[src/pmsb_pkg.sv]
// pmsb_pkg: command codes, field positions, reset values, timing counts
// for the power module status and command bank.
// assumes a 10 MHz system clock.
package pmsb_pkg;
    localparam int CLK_HZ = 10_000_000;
    // command codes
    localparam logic [7:0] CMD_OPER = 8'h01;
    localparam logic [7:0] CMD_ONOFF = 8'h02;
    localparam logic [7:0] CMD_CLEAR = 8'h03;
    localparam logic [7:0] CMD_STORE = 8'h11;
    localparam logic [7:0] CMD_RESTORE = 8'h12;
    localparam logic [7:0] CMD_FMT = 8'h20;
    localparam logic [7:0] CMD_VSET = 8'h21;
    localparam logic [7:0] CMD_VCAL = 8'h23;
    localparam logic [7:0] CMD_MHIGH = 8'h25;
    localparam logic [7:0] CMD_MLOW = 8'h26;
    localparam logic [7:0] CMD_DROOP = 8'h28;
    localparam logic [7:0] CMD_VINON = 8'h35;
    localparam logic [7:0] CMD_VINOFF = 8'h36;
    localparam logic [7:0] CMD_OVLIM = 8'h40;
    localparam logic [7:0] CMD_SUMWORD = 8'h79;
    localparam logic [7:0] CMD_ST_VOUT = 8'h7A;
    localparam logic [7:0] CMD_ST_IOUT = 8'h7B;
    localparam logic [7:0] CMD_ST_INPUT = 8'h7C;
    localparam logic [7:0] CMD_ST_TEMP = 8'h7D;
    localparam logic [7:0] CMD_ST_CML = 8'h7E;
    // reset values, write masks and format value
    localparam logic [7:0] OPER_RST = 8'h80;
    localparam logic [7:0] ONOFF_RST = 8'h1D;
    localparam logic [7:0] ONOFF_WMASK = 8'h0A;
    localparam logic [7:0] OPER_WMASK = 8'hFC;
    localparam logic [7:0] FMT_VAL = 8'h14;
    // field positions
    localparam int OPER_ON_BIT = 7;
    localparam int ONOFF_POL_BIT = 1;
    localparam logic [3:0] MARGIN_LOW = 4'h6;
    localparam logic [3:0] MARGIN_HIGH = 4'hA;
    // value limits, linear codes: droop in 0.1 mV/A, volts in 1/8 V,
    // ov limit in 2^-12 V
    localparam logic [15:0] DROOP_MAX = 16'h01F4;
    localparam logic [15:0] VINON_MIN = 16'h0138;
    localparam logic [15:0] VINON_MAX = 16'h0170;
    localparam logic [15:0] VINOFF_MIN = 16'h0100;
    localparam logic [15:0] VINOFF_MAX = 16'h0170;
    localparam logic [15:0] HYST_MIN = 16'h0010;
    localparam logic [15:0] OV_MIN = 16'hAE66;
    localparam logic [15:0] OV_MAX = 16'hFFD7;
    localparam logic [15:0] OV_MARGIN = 16'h3000;
    localparam logic [15:0] DROOP_RST = 16'h0000;
    localparam logic [15:0] VINON_RST = 16'h0150;
    localparam logic [15:0] VINOFF_RST = 16'h0120;
    localparam logic [15:0] OV_RST = 16'hD000;
    // timing
    localparam int STORE_MS = 500;
    localparam int RESTORE_MS = 200;
    localparam int STORE_CYC = STORE_MS * (CLK_HZ / 1000);
    localparam int RESTORE_CYC = RESTORE_MS * (CLK_HZ / 1000);
    localparam int HIST_DEPTH = 20;

    typedef struct packed {
        logic ov_out;
        logic oc_fault;
        logic oc_warn;
        logic vin_ov;
        logic vin_uv;
        logic low_vin_off;
        logic ot_fault;
        logic ot_warn;
    } pmsb_events_t;

    typedef struct packed {
        logic [15:0] droop;
        logic [15:0] vin_on;
        logic [15:0] vin_off;
        logic [15:0] ov_lim;
        logic [7:0] oper;
        logic [7:0] onoff;
    } pmsb_params_t;
endpackage : pmsb_pkg
[src/pmsb_bank.sv]
// pmsb_bank: status flags, command registers and default store/restore.
// assumes a decoded command port (code, write/read strobes, data) from
// the bus engine, and fault event pulses from the power stage monitor.
// Operation
// - summary low byte: off, ov, oc, vin uv, temp, comm; others zero
// - output voltage status: ov fault in bit 7 only
// - output current status: oc fault bit 7, oc warning bit 5
// - input status: ov bit 7, uv bit 4, low-input off bit 3
// - temperature status: fault bit 7, warning bit 6
// - comm status: bad command bit 7, bad data bit 6, pec bit 5
// - keep history of last 20 fault events with status and time
// - on/off at 0x01 bit 7, margins bits 5:2, reset on
// - pin config 0x02: bits 3,1 writable, bit 1 polarity strap
// - store defaults 0x11 finishes within 500 ms; host waits
// - restore defaults 0x12 finishes within 200 ms; host waits
// - format register 0x20 read only, returns 0x14
// - codes 0x21, 0x23, 0x25, 0x26 are unsupported
// - droop 0x28 accepts 0 to 50.0 mV/A
// - turn-on 39..46 V, turn-off 32..46 V
// - reject hysteresis under 2 V or off above on
// - ov limit 10.9..15.99 V and above setpoint
// - effective ov limit capped at setpoint plus 3 V, max 15.99 V
// - margin field: 00xx off, 0110 low, 1010 high
// - unsupported status bits never set, read zero
`timescale 1ns/1ps
module pmsb_bank #(
    parameter int STORE_CYCLES = pmsb_pkg::STORE_CYC,
    parameter int RESTORE_CYCLES = pmsb_pkg::RESTORE_CYC,
    parameter int DEPTH = pmsb_pkg::HIST_DEPTH
) (
    input wire logic sys_clk_in,
    input wire logic rstn_in,
    input wire logic [7:0] cmd_code_in,
    input wire logic cmd_wr_in,
    input wire logic cmd_rd_in,
    input wire logic [15:0] cmd_wdata_in,
    input wire logic pec_err_in,
    input wire logic pol_strap_in,
    input wire logic [15:0] vout_set_in,
    input wire pmsb_pkg::pmsb_events_t events_in,
    input wire logic [31:0] time_in,
    input wire pmsb_pkg::pmsb_params_t nvm_rdata_in,
    input wire logic [4:0] hist_idx_in,
    output logic [15:0] rdata_out,
    output logic rvalid_out,
    output logic busy_out,
    output logic output_on_out,
    output logic [1:0] margin_out,
    output logic [15:0] ov_limit_eff_out,
    output pmsb_pkg::pmsb_params_t nvm_wdata_out,
    output logic nvm_wr_out,
    output logic [47:0] hist_out
);
    typedef enum logic [1:0] {ST_IDLE, ST_STORE, ST_RESTORE} pmsb_st_t;

    function automatic logic in_rng(input logic [15:0] v,
                                    input logic [15:0] lo,
                                    input logic [15:0] hi);
        in_rng = (v >= lo) && (v <= hi);
    endfunction : in_rng

    pmsb_pkg::pmsb_params_t par_r;
    logic strap_r;
    logic [7:0] st_vout_r, st_iout_r, st_in_r, st_temp_r, st_cml_r;
    logic off_r;
    pmsb_st_t st_r;
    logic [31:0] cnt_r;
    logic [47:0] hist_r [DEPTH];
    logic [4:0] hptr_r;
    logic [15:0] rdata_r;
    logic rvalid_r;
    logic [15:0] ovcap_r;
    logic nvm_wr_r;
    logic first_r;
    logic busy_r;

    // bus decode
    wire is_w = cmd_wr_in && (st_r == ST_IDLE);
    wire is_clear = is_w && cmd_code_in == pmsb_pkg::CMD_CLEAR;
    wire [15:0] d = cmd_wdata_in;
    wire ok_oper = (d[5:4] == 2'b00) || (d[5:2] == pmsb_pkg::MARGIN_LOW)
                   || (d[5:2] == pmsb_pkg::MARGIN_HIGH);
    wire ok_droop = d <= pmsb_pkg::DROOP_MAX;
    wire ok_on = in_rng(d, pmsb_pkg::VINON_MIN, pmsb_pkg::VINON_MAX)
                 && d >= par_r.vin_off + pmsb_pkg::HYST_MIN;
    wire ok_off = in_rng(d, pmsb_pkg::VINOFF_MIN, pmsb_pkg::VINOFF_MAX)
                  && d + pmsb_pkg::HYST_MIN <= par_r.vin_on;
    wire ok_ov = in_rng(d, pmsb_pkg::OV_MIN, pmsb_pkg::OV_MAX)
                 && d > vout_set_in;
    wire known = cmd_code_in inside {pmsb_pkg::CMD_OPER,
        pmsb_pkg::CMD_ONOFF, pmsb_pkg::CMD_CLEAR, pmsb_pkg::CMD_STORE,
        pmsb_pkg::CMD_RESTORE, pmsb_pkg::CMD_DROOP, pmsb_pkg::CMD_VINON,
        pmsb_pkg::CMD_VINOFF, pmsb_pkg::CMD_OVLIM};
    wire rd_known = known || cmd_code_in inside {pmsb_pkg::CMD_FMT,
        pmsb_pkg::CMD_SUMWORD, pmsb_pkg::CMD_ST_VOUT,
        pmsb_pkg::CMD_ST_IOUT, pmsb_pkg::CMD_ST_INPUT,
        pmsb_pkg::CMD_ST_TEMP, pmsb_pkg::CMD_ST_CML};
    wire bad_cmd = (is_w && !known) || (cmd_rd_in && !rd_known);
    wire bad_data = is_w && (
        (cmd_code_in == pmsb_pkg::CMD_OPER && !ok_oper) ||
        (cmd_code_in == pmsb_pkg::CMD_DROOP && !ok_droop) ||
        (cmd_code_in == pmsb_pkg::CMD_VINON && !ok_on) ||
        (cmd_code_in == pmsb_pkg::CMD_VINOFF && !ok_off) ||
        (cmd_code_in == pmsb_pkg::CMD_OVLIM && !ok_ov));
    wire wr_ok = is_w && known && !bad_data;

    // summary low byte derived from latched bytes
    wire [7:0] sum_lo = {1'b0, off_r, st_vout_r[7], st_iout_r[7],
        st_in_r[4], |st_temp_r, |st_cml_r, 1'b0};
    wire any_fault = |{events_in};
    // history entry shows the summary with this cycle's events folded in
    wire [7:0] sum_ev = sum_lo | {2'b00, events_in.ov_out,
        events_in.oc_fault, events_in.vin_uv,
        events_in.ot_fault | events_in.ot_warn, 2'b00};
    wire [15:0] cap_raw = vout_set_in + pmsb_pkg::OV_MARGIN;
    wire cap_ovf = cap_raw < vout_set_in;
    wire [15:0] cap = (cap_ovf || cap_raw > pmsb_pkg::OV_MAX)
                      ? pmsb_pkg::OV_MAX : cap_raw;
    wire [15:0] ov_eff = (par_r.ov_lim > cap) ? cap : par_r.ov_lim;
    wire [7:0] onoff_rd = {par_r.onoff[7:2], strap_r, par_r.onoff[0]};

    logic [15:0] rd_mux;
    always_comb begin
        case (cmd_code_in)
            pmsb_pkg::CMD_OPER: rd_mux = {8'h00, par_r.oper};
            pmsb_pkg::CMD_ONOFF: rd_mux = {8'h00, onoff_rd};
            pmsb_pkg::CMD_FMT: rd_mux = {8'h00, pmsb_pkg::FMT_VAL};
            pmsb_pkg::CMD_DROOP: rd_mux = par_r.droop;
            pmsb_pkg::CMD_VINON: rd_mux = par_r.vin_on;
            pmsb_pkg::CMD_VINOFF: rd_mux = par_r.vin_off;
            pmsb_pkg::CMD_OVLIM: rd_mux = par_r.ov_lim;
            pmsb_pkg::CMD_SUMWORD: rd_mux = {8'h00, sum_lo};
            pmsb_pkg::CMD_ST_VOUT: rd_mux = {8'h00, st_vout_r};
            pmsb_pkg::CMD_ST_IOUT: rd_mux = {8'h00, st_iout_r};
            pmsb_pkg::CMD_ST_INPUT: rd_mux = {8'h00, st_in_r};
            pmsb_pkg::CMD_ST_TEMP: rd_mux = {8'h00, st_temp_r};
            pmsb_pkg::CMD_ST_CML: rd_mux = {8'h00, st_cml_r};
            default: rd_mux = 16'h0000;
        endcase
    end

    // strap caught at the first clocked cycle after reset release
    always_ff @(posedge sys_clk_in) begin
        if (!rstn_in) begin
            first_r <= 1'b1;
            strap_r <= 1'b0;
        end else if (first_r) begin
            first_r <= 1'b0;
            strap_r <= pol_strap_in;
        end
    end

    // parameter registers; write and restore share one path
    always_ff @(posedge sys_clk_in) begin
        if (!rstn_in) begin
            par_r <= '{pmsb_pkg::DROOP_RST, pmsb_pkg::VINON_RST,
                pmsb_pkg::VINOFF_RST, pmsb_pkg::OV_RST,
                pmsb_pkg::OPER_RST, pmsb_pkg::ONOFF_RST};
        end else if (st_r == ST_RESTORE && cnt_r == 32'h0) begin
            par_r <= nvm_rdata_in;
        end else if (wr_ok) begin
            case (cmd_code_in)
                pmsb_pkg::CMD_OPER: par_r.oper <= d[7:0]
                    & pmsb_pkg::OPER_WMASK;
                pmsb_pkg::CMD_ONOFF: par_r.onoff <= (par_r.onoff
                    & ~pmsb_pkg::ONOFF_WMASK)
                    | (d[7:0] & pmsb_pkg::ONOFF_WMASK);
                pmsb_pkg::CMD_DROOP: par_r.droop <= d;
                pmsb_pkg::CMD_VINON: par_r.vin_on <= d;
                pmsb_pkg::CMD_VINOFF: par_r.vin_off <= d;
                pmsb_pkg::CMD_OVLIM: par_r.ov_lim <= d;
                default: par_r <= par_r;
            endcase
        end
    end

    // store / restore sequencer; writes are ignored while busy, reads are still served
    always_ff @(posedge sys_clk_in) begin
        if (!rstn_in) begin
            st_r <= ST_IDLE;
            cnt_r <= 32'h0;
            nvm_wr_r <= 1'b0;
            busy_r <= 1'b0;
        end else begin
            nvm_wr_r <= 1'b0;
            case (st_r)
                ST_IDLE: begin
                    if (wr_ok && cmd_code_in == pmsb_pkg::CMD_STORE) begin
                        st_r <= ST_STORE;
                        cnt_r <= 32'(STORE_CYCLES - 1);
                        nvm_wr_r <= 1'b1;
                        busy_r <= 1'b1;
                    end else if (wr_ok &&
                                 cmd_code_in == pmsb_pkg::CMD_RESTORE) begin
                        st_r <= ST_RESTORE;
                        cnt_r <= 32'(RESTORE_CYCLES - 1);
                        busy_r <= 1'b1;
                    end
                end
                ST_STORE, ST_RESTORE: begin
                    if (cnt_r == 32'h0) begin
                        st_r <= ST_IDLE;
                        busy_r <= 1'b0;
                    end else begin
                        cnt_r <= cnt_r - 32'h1;
                    end
                end
                default: begin
                    st_r <= ST_IDLE;
                    busy_r <= 1'b0;
                end
            endcase
        end
    end

    // sticky flags: a new event wins over a same-cycle clear
    always_ff @(posedge sys_clk_in) begin
        if (!rstn_in) begin
            st_vout_r <= 8'h00;
            st_iout_r <= 8'h00;
            st_in_r <= 8'h00;
            st_temp_r <= 8'h00;
            st_cml_r <= 8'h00;
        end else begin
            st_vout_r <= (is_clear ? 8'h00 : st_vout_r)
                | {events_in.ov_out, 7'h00};
            st_iout_r <= (is_clear ? 8'h00 : st_iout_r)
                | {events_in.oc_fault, 1'b0, events_in.oc_warn, 5'h00};
            st_in_r <= (is_clear ? 8'h00 : st_in_r)
                | {events_in.vin_ov, 2'b00, events_in.vin_uv,
                   events_in.low_vin_off, 3'b000};
            st_temp_r <= (is_clear ? 8'h00 : st_temp_r)
                | {events_in.ot_fault, events_in.ot_warn, 6'h00};
            st_cml_r <= (is_clear ? 8'h00 : st_cml_r)
                | {bad_cmd, bad_data, pec_err_in, 5'h00};
        end
    end

    // history ring of fault events with time stamp
    always_ff @(posedge sys_clk_in) begin
        if (!rstn_in) begin
            hptr_r <= 5'h00;
        end else if (any_fault) begin
            hist_r[hptr_r] <= {time_in, st_vout_r | {events_in.ov_out,
                7'h00}, sum_ev};
            hptr_r <= (hptr_r == 5'(DEPTH - 1)) ? 5'h00 : hptr_r + 5'h01;
        end
    end

    wire [4:0] hsel = (hist_idx_in < 5'(DEPTH)) ? hist_idx_in : 5'h00;

    // outputs, all registered
    always_ff @(posedge sys_clk_in) begin
        if (!rstn_in) begin
            rdata_r <= 16'h0000;
            rvalid_r <= 1'b0;
            ovcap_r <= pmsb_pkg::OV_RST;
            off_r <= 1'b0;
        end else begin
            rvalid_r <= cmd_rd_in;
            rdata_r <= cmd_rd_in ? rd_mux : rdata_r;
            ovcap_r <= ov_eff;
            off_r <= !par_r.oper[pmsb_pkg::OPER_ON_BIT];
        end
    end

    always_ff @(posedge sys_clk_in) begin
        if (!rstn_in) begin
            hist_out <= 48'h0;
        end else begin
            hist_out <= hist_r[hsel];
        end
    end

    always_ff @(posedge sys_clk_in) begin
        if (!rstn_in) begin
            output_on_out <= 1'b1;
            margin_out <= 2'b00;
        end else begin
            output_on_out <= par_r.oper[pmsb_pkg::OPER_ON_BIT];
            margin_out <= (par_r.oper[5:2] == pmsb_pkg::MARGIN_LOW) ? 2'b01
                : (par_r.oper[5:2] == pmsb_pkg::MARGIN_HIGH) ? 2'b10
                : 2'b00;
        end
    end

    assign rdata_out = rdata_r;
    assign rvalid_out = rvalid_r;
    assign busy_out = busy_r;
    assign ov_limit_eff_out = ovcap_r;
    assign nvm_wdata_out = par_r;
    assign nvm_wr_out = nvm_wr_r;
endmodule : pmsb_bank

[config.mk]
export PLATFORM = sky130hd
export DESIGN_NAME = pmsb_bank
export DESIGN_NICKNAME = d
export VERILOG_FILES = /design/src/pmsb_pkg.sv /design/src/pmsb_bank.sv
export SDC_FILE = /design/constraint.sdc
export NUM_CORES = 2
export LEC_CHECK = 0
export BUFFER_PORTS_ARGS = -buffer_cell sky130_fd_sc_hd__buf_2
export CAP_MARGIN = 40
export CORE_MARGIN = 1
export CORE_UTILIZATION = 64
export DETAILED_ROUTE_END_ITERATION = 6
export PLACE_DENSITY = 0.86
export SLEW_MARGIN = 0
export SYNTH_ARGS = -nofsm -noshare
export SYNTH_HDL_FRONTEND = slang
export SYNTH_SLANG_ARGS = --single-unit
[constraint.sdc]
create_clock -name sys_clk_in -period 9.5 [get_ports sys_clk_in]
set_input_delay 0.475 -clock sys_clk_in [delete_from_list [all_inputs] [get_ports sys_clk_in]]
set_output_delay 0.475 -clock sys_clk_in [all_outputs]
set_load 0.02 [all_outputs]
==> impl_summary.md <==
Placement
At the end of routability-driven placement, the weighted congestion stood at roughly 1.0. The instance count after placement with tap cells included is 4,034. Detailed placement finished with a half-perimeter wire length of approximately 73,000 um. Port buffering added approximately 330 buffers.

Final layout
The footprint of the flip-flops and latches is 27,000 sq um. Leaving out filler cells and counting taps, the final layout contains between 4,000 and 5,000. At the end of the flow, the number of nets in the layout was approximately 3,500. The footprint of the multi-input gates is approximately 13,000 sq um. The area added between synthesis and finish is 14.6%. The fraction of layout instances using a drive strength above 1 is 0.196. Counting the fill cells in the layout gives 3,646.

CTS
No sink is reached through more buffers than the 3 on the longest clock path. TritonCTS built the clock tree. For the worst-skew pair, the clock arrives at the later sink with an insertion delay of roughly 660 ps. Clock tree synthesis found a total of 969 sinks. The library cell used as clock root buffer is clkbuf_16. After clock tree synthesis, the repair step resized 0 gates.

The hold buffer count at CTS is 0. The clock edge transition at the registers on the reported setup and hold paths is ~60 ps. The number of clock buffers added by TritonCTS is between 90 and 100.

Buffers added to address setup during post-CTS repair amount to 0. The clock tree synthesis step divided the H-tree into 3 levels.

Synth
The count of mapped cells out of synthesis is 3,021. The netlist area before placement is between 40,000 and 50,000 sq um. In this run the mean area of a mapped cell was 13.4 sq um. The distinct cell type count of the synthesized netlist is slightly below 80. In the synthesized netlist the dominant register cell turns out to be edfxtp_1. The flip-flop and latch count after synthesis is approximately 970.

The share of the Yosys chip area taken by registers is 0.667. After synthesis, the share of flip-flops with an asynchronous set or reset is 0. The number of synthesized flops with an enable pin is between 700 and 800. During synthesis, Yosys emitted a total of 0 warnings.

Timing
At the pin with the least slew margin, the transition time is 976 ps. Hold is met by ~30 ps. The clock tree skew after final layout is between 20 and 30 ps. The final number of setup-violating endpoints is 0. Headroom to the max-slew limit came out at 0.350. The post-route fraction of the period consumed by the critical path is 0.504. Static timing analysis puts the maximum clock frequency at between 200 and 250 MHz.

Setup repair after global routing left no endpoint under its margin. The final hold violation count is 0. The worst path in the final design needs a cycle of roughly 4800 ps, including I/O delays and setup.

The setup total negative slack is 0 ps. The number of pins exceeding their max-slew limit in the final report is 0.

Detailed routing
For this run, design rule violations remaining after detail routing come to 5. Wire segments on met2 add up to approximately 60,000 um in the final route. Using the TritonRoute via totals, the vias-per-cell ratio works out to approximately 7.1.

The detailed-router iteration count before antenna repair is 7. For this block, wires on met1 add up to 43,200 um. The via count is between 20,000 and 30,000. The routed design uses between 15,000 and 20,000 um of met3 wire. The average routed wire per standard cell is just under 30 um. Summed over all layers, the routed wires come to between 100,000 and 150,000 um. The first routing iteration left approximately 4,500 violations. Once detail routing completed, the nets flagged for antenna violations numbered 0.

The highest metal layer carrying signal wires in the routed design is met5.

Floorplan
Measured along the x axis, the die boundary spans 254 um. The count of pins on the block boundary is 337. The number of rows in the core area is between 90 and 100. The total area inside the core boundary comes to approximately 62,000 sq um.

The die outline height is 254 um. The initial cell density of the core is 0.651. The die covers ~64,000 sq um.

Global routing
The overall fraction of global-route tracks in use is 0.389. The pin count of the biggest net entering global routing is 86. The residual overflow from global routing is 0. The via count of the first global-routing pass is 29,500.

The number of antenna violations at the first check in global routing is 17. The first global-routing pass estimated between 150,000 and 200,000 um of wire.

Worst hold path
The endpoint of the worst hold-timing path is nvm_wdata_out[4]. The worst hold path begins at nvm_rdata_in[4]. The number of cells on the worst hold path is 3. The min-delay analysis places its worst path in the category in2reg.

Worst setup path
The worst path required time is 9990 ps. In this run the register-to-register setup slack is between 4000 and 5000 ps. Grouping stages by cell kind, the critical path spends the most delay in simple AND/OR/NAND/NOR gates. The source of the worst register-to-register timing path is nvm_wdata_out[36]. Measured in cells, the most critical reg-to-reg path has a length of 15. The sort of element at the end of the critical path is a flip-flop. The reg-to-reg endpoint is nvm_wdata_out[26].

The worst path buffer plus inverter count is 0. Along the worst path, the maximum fanout reaches 13. The worst setup path is of the reg2reg kind. STA classifies the critical path startpoint as a flip-flop. On the worst path, the slowest cell contributes a delay of 780 ps. The data arrival time of the worst path is between 5000 and 6000 ps.

The beginning of the critical path is nvm_wdata_out[36]. The logic depth of the worst setup path including buffers is 15. The signal on the critical path passes through ha_1, nand2_1, or2_2, nor2_1, nand2_1, xor2_1, ha_1, nand4_1, nor3_1, or4b_2, nand4_1, nor2b_1, and3_1, mux2i_1, a21oi_1.

Among all stages on the critical path, the largest delay is contributed by and3_1.

Job
The number of violations of the max-capacitance limit is 0.

Power
The power density over the cells is around 200 nW/um^2. The fraction of power consumed by sequential logic is 0.504. The internal power consumption is roughly 7.1 mW. The proportion of total power due to net switching is 0.230. VDD sags by at most around 0.00013 V. The fraction of power consumed by combinational cells is 0.073. For this design the total switching power over the nets is 2.13 mW. The share of total power in the clock network is 0.423. The leakage power is approximately 16 nW.

Run status
The final reports fail on design-rule violations. The run finished, with violations left.
==> cell usage in the layout (no fill, tap or decap), types with 21 or more instances in the layout <==
master     netlist  final
a31oi_1         22     22
o221ai_1        39     39
nand4_1         21     21
nand3_1         65     64
mux2i_1        119    119
nor2_4           0     21
and2_1          47     46
mux4_2          76     76
o22ai_1         43     43
nor3_1          34     33
a21oi_1        222    222
buf_2            9    326
edfxtp_1       760    760
o21ai_0        234    234
a22oi_1         28     28
a211oi_1        98     98
nor2_1         224    203
dfxtp_1        209    209
buf_4           10     44
nand2_1        119    116
ha_1            79     79
o211ai_1        47     47
inv_1           61     60
and3_1          51     51
clkbuf_16        0     94
==> per-layer routing <==
layer	global-route usage	up-vias
met2	0.613	2660
met5	0	-
met3	0.0795	560
li1	-	12200
met1	0.506	14500
met4	0.225	14
==> cells in the mapped netlist, drive strengths merged (51+ instances only) <==
master    n  area, sq um
and3     51          319
mux4     76         1710
nand2   120          453
ha       79          988
a21oi   222         1110
mux2i   119         1190
clkbuf  169          634
nor2    225          847
o21ai   236         1180
a211oi   98          736
edfxtp  760        22800
inv      61          229
dfxtp   209         4180
nand3    65          325
==> worst reg2reg max path, stage by stage, from the launching register on <==
cell	delay [ps]
dfxtp_1	550
ha_1	280
nand2_1	60
or2_2	300
nor2_1	140
nand2_1	80
xor2_1	170
ha_1	300
nand4_1	120
nor3_1	300
or4b_2	620
nand4_1	190
nor2b_1	370
and3_1	780
mux2i_1	270
a21oi_1	100
==> logic make-up after synthesis <==
| kind of cell | share of synthesized area |
|---|---|
| buffers and inverters | 0.0270 |
| AO/OA/AOI/OAI | 0.124 |
| AND/OR/NAND/NOR | 0.0808 |
| XOR/XNOR | 0.00476 |
| adder cells (fa/ha/maj) | 0.0244 |
| flip-flops | 0.667 |
| multiplexers | 0.0717 |
| other | 0.0000926 |
==> metrics by stage <==
step                      setup WS (ps)  power [mW]  utilization  area (sq um)
final                              4720        9.26        0.747         46400
after floorplan                    5450        5.12            -         40500
after global placement             4810        5.35        0.690         42900
after CTS                          4850        9.24        0.746         46400
after global routing               4500        9.44        0.747         46400
after detailed placement           4800        5.39        0.694         43100
==> how the worst max path moves through the flow <==
stage,endpoint
after CTS,nvm_wdata_out[26]
after global routing,nvm_wdata_out[26]
final,nvm_wdata_out[26]
after global placement,ov_limit_eff_out[12]
after detailed placement,ov_limit_eff_out[0]
after floorplan,ov_limit_eff_out[12]
==> layout make-up <==
cell class,count,share of cell area
repair buffers,382,0.0472
clock inverters,54,0.0151
inverters,62,0.00507
clock buffers,118,0.0546
multi-input cells,1784,0.273
well taps,837,0.0226
diodes,16,0.000862
flip-flops and latches,969,0.582
==> power groups by stage <==
stage	logic (mW)	clock network [mW]	registers (mW)
after global routing	0.709	4.07	4.66
after detailed placement	0.641	0	4.75
after floorplan	0.352	0	4.77
after global placement	0.605	0	4.75
final	0.676	3.92	4.66
after CTS	0.658	3.92	4.66
==> registers in the layout, summed over array words and instances, names as in the netlist, 3 cells and up <==
name	flops
st_cml_r	3
rdata_out	16
st_in_r	3
nvm_wdata_out	80
hist_out	38
hptr_r	5
ov_limit_eff_out	16
hist_r	760
cnt_r	32
(Power assumes the default switching activity.)
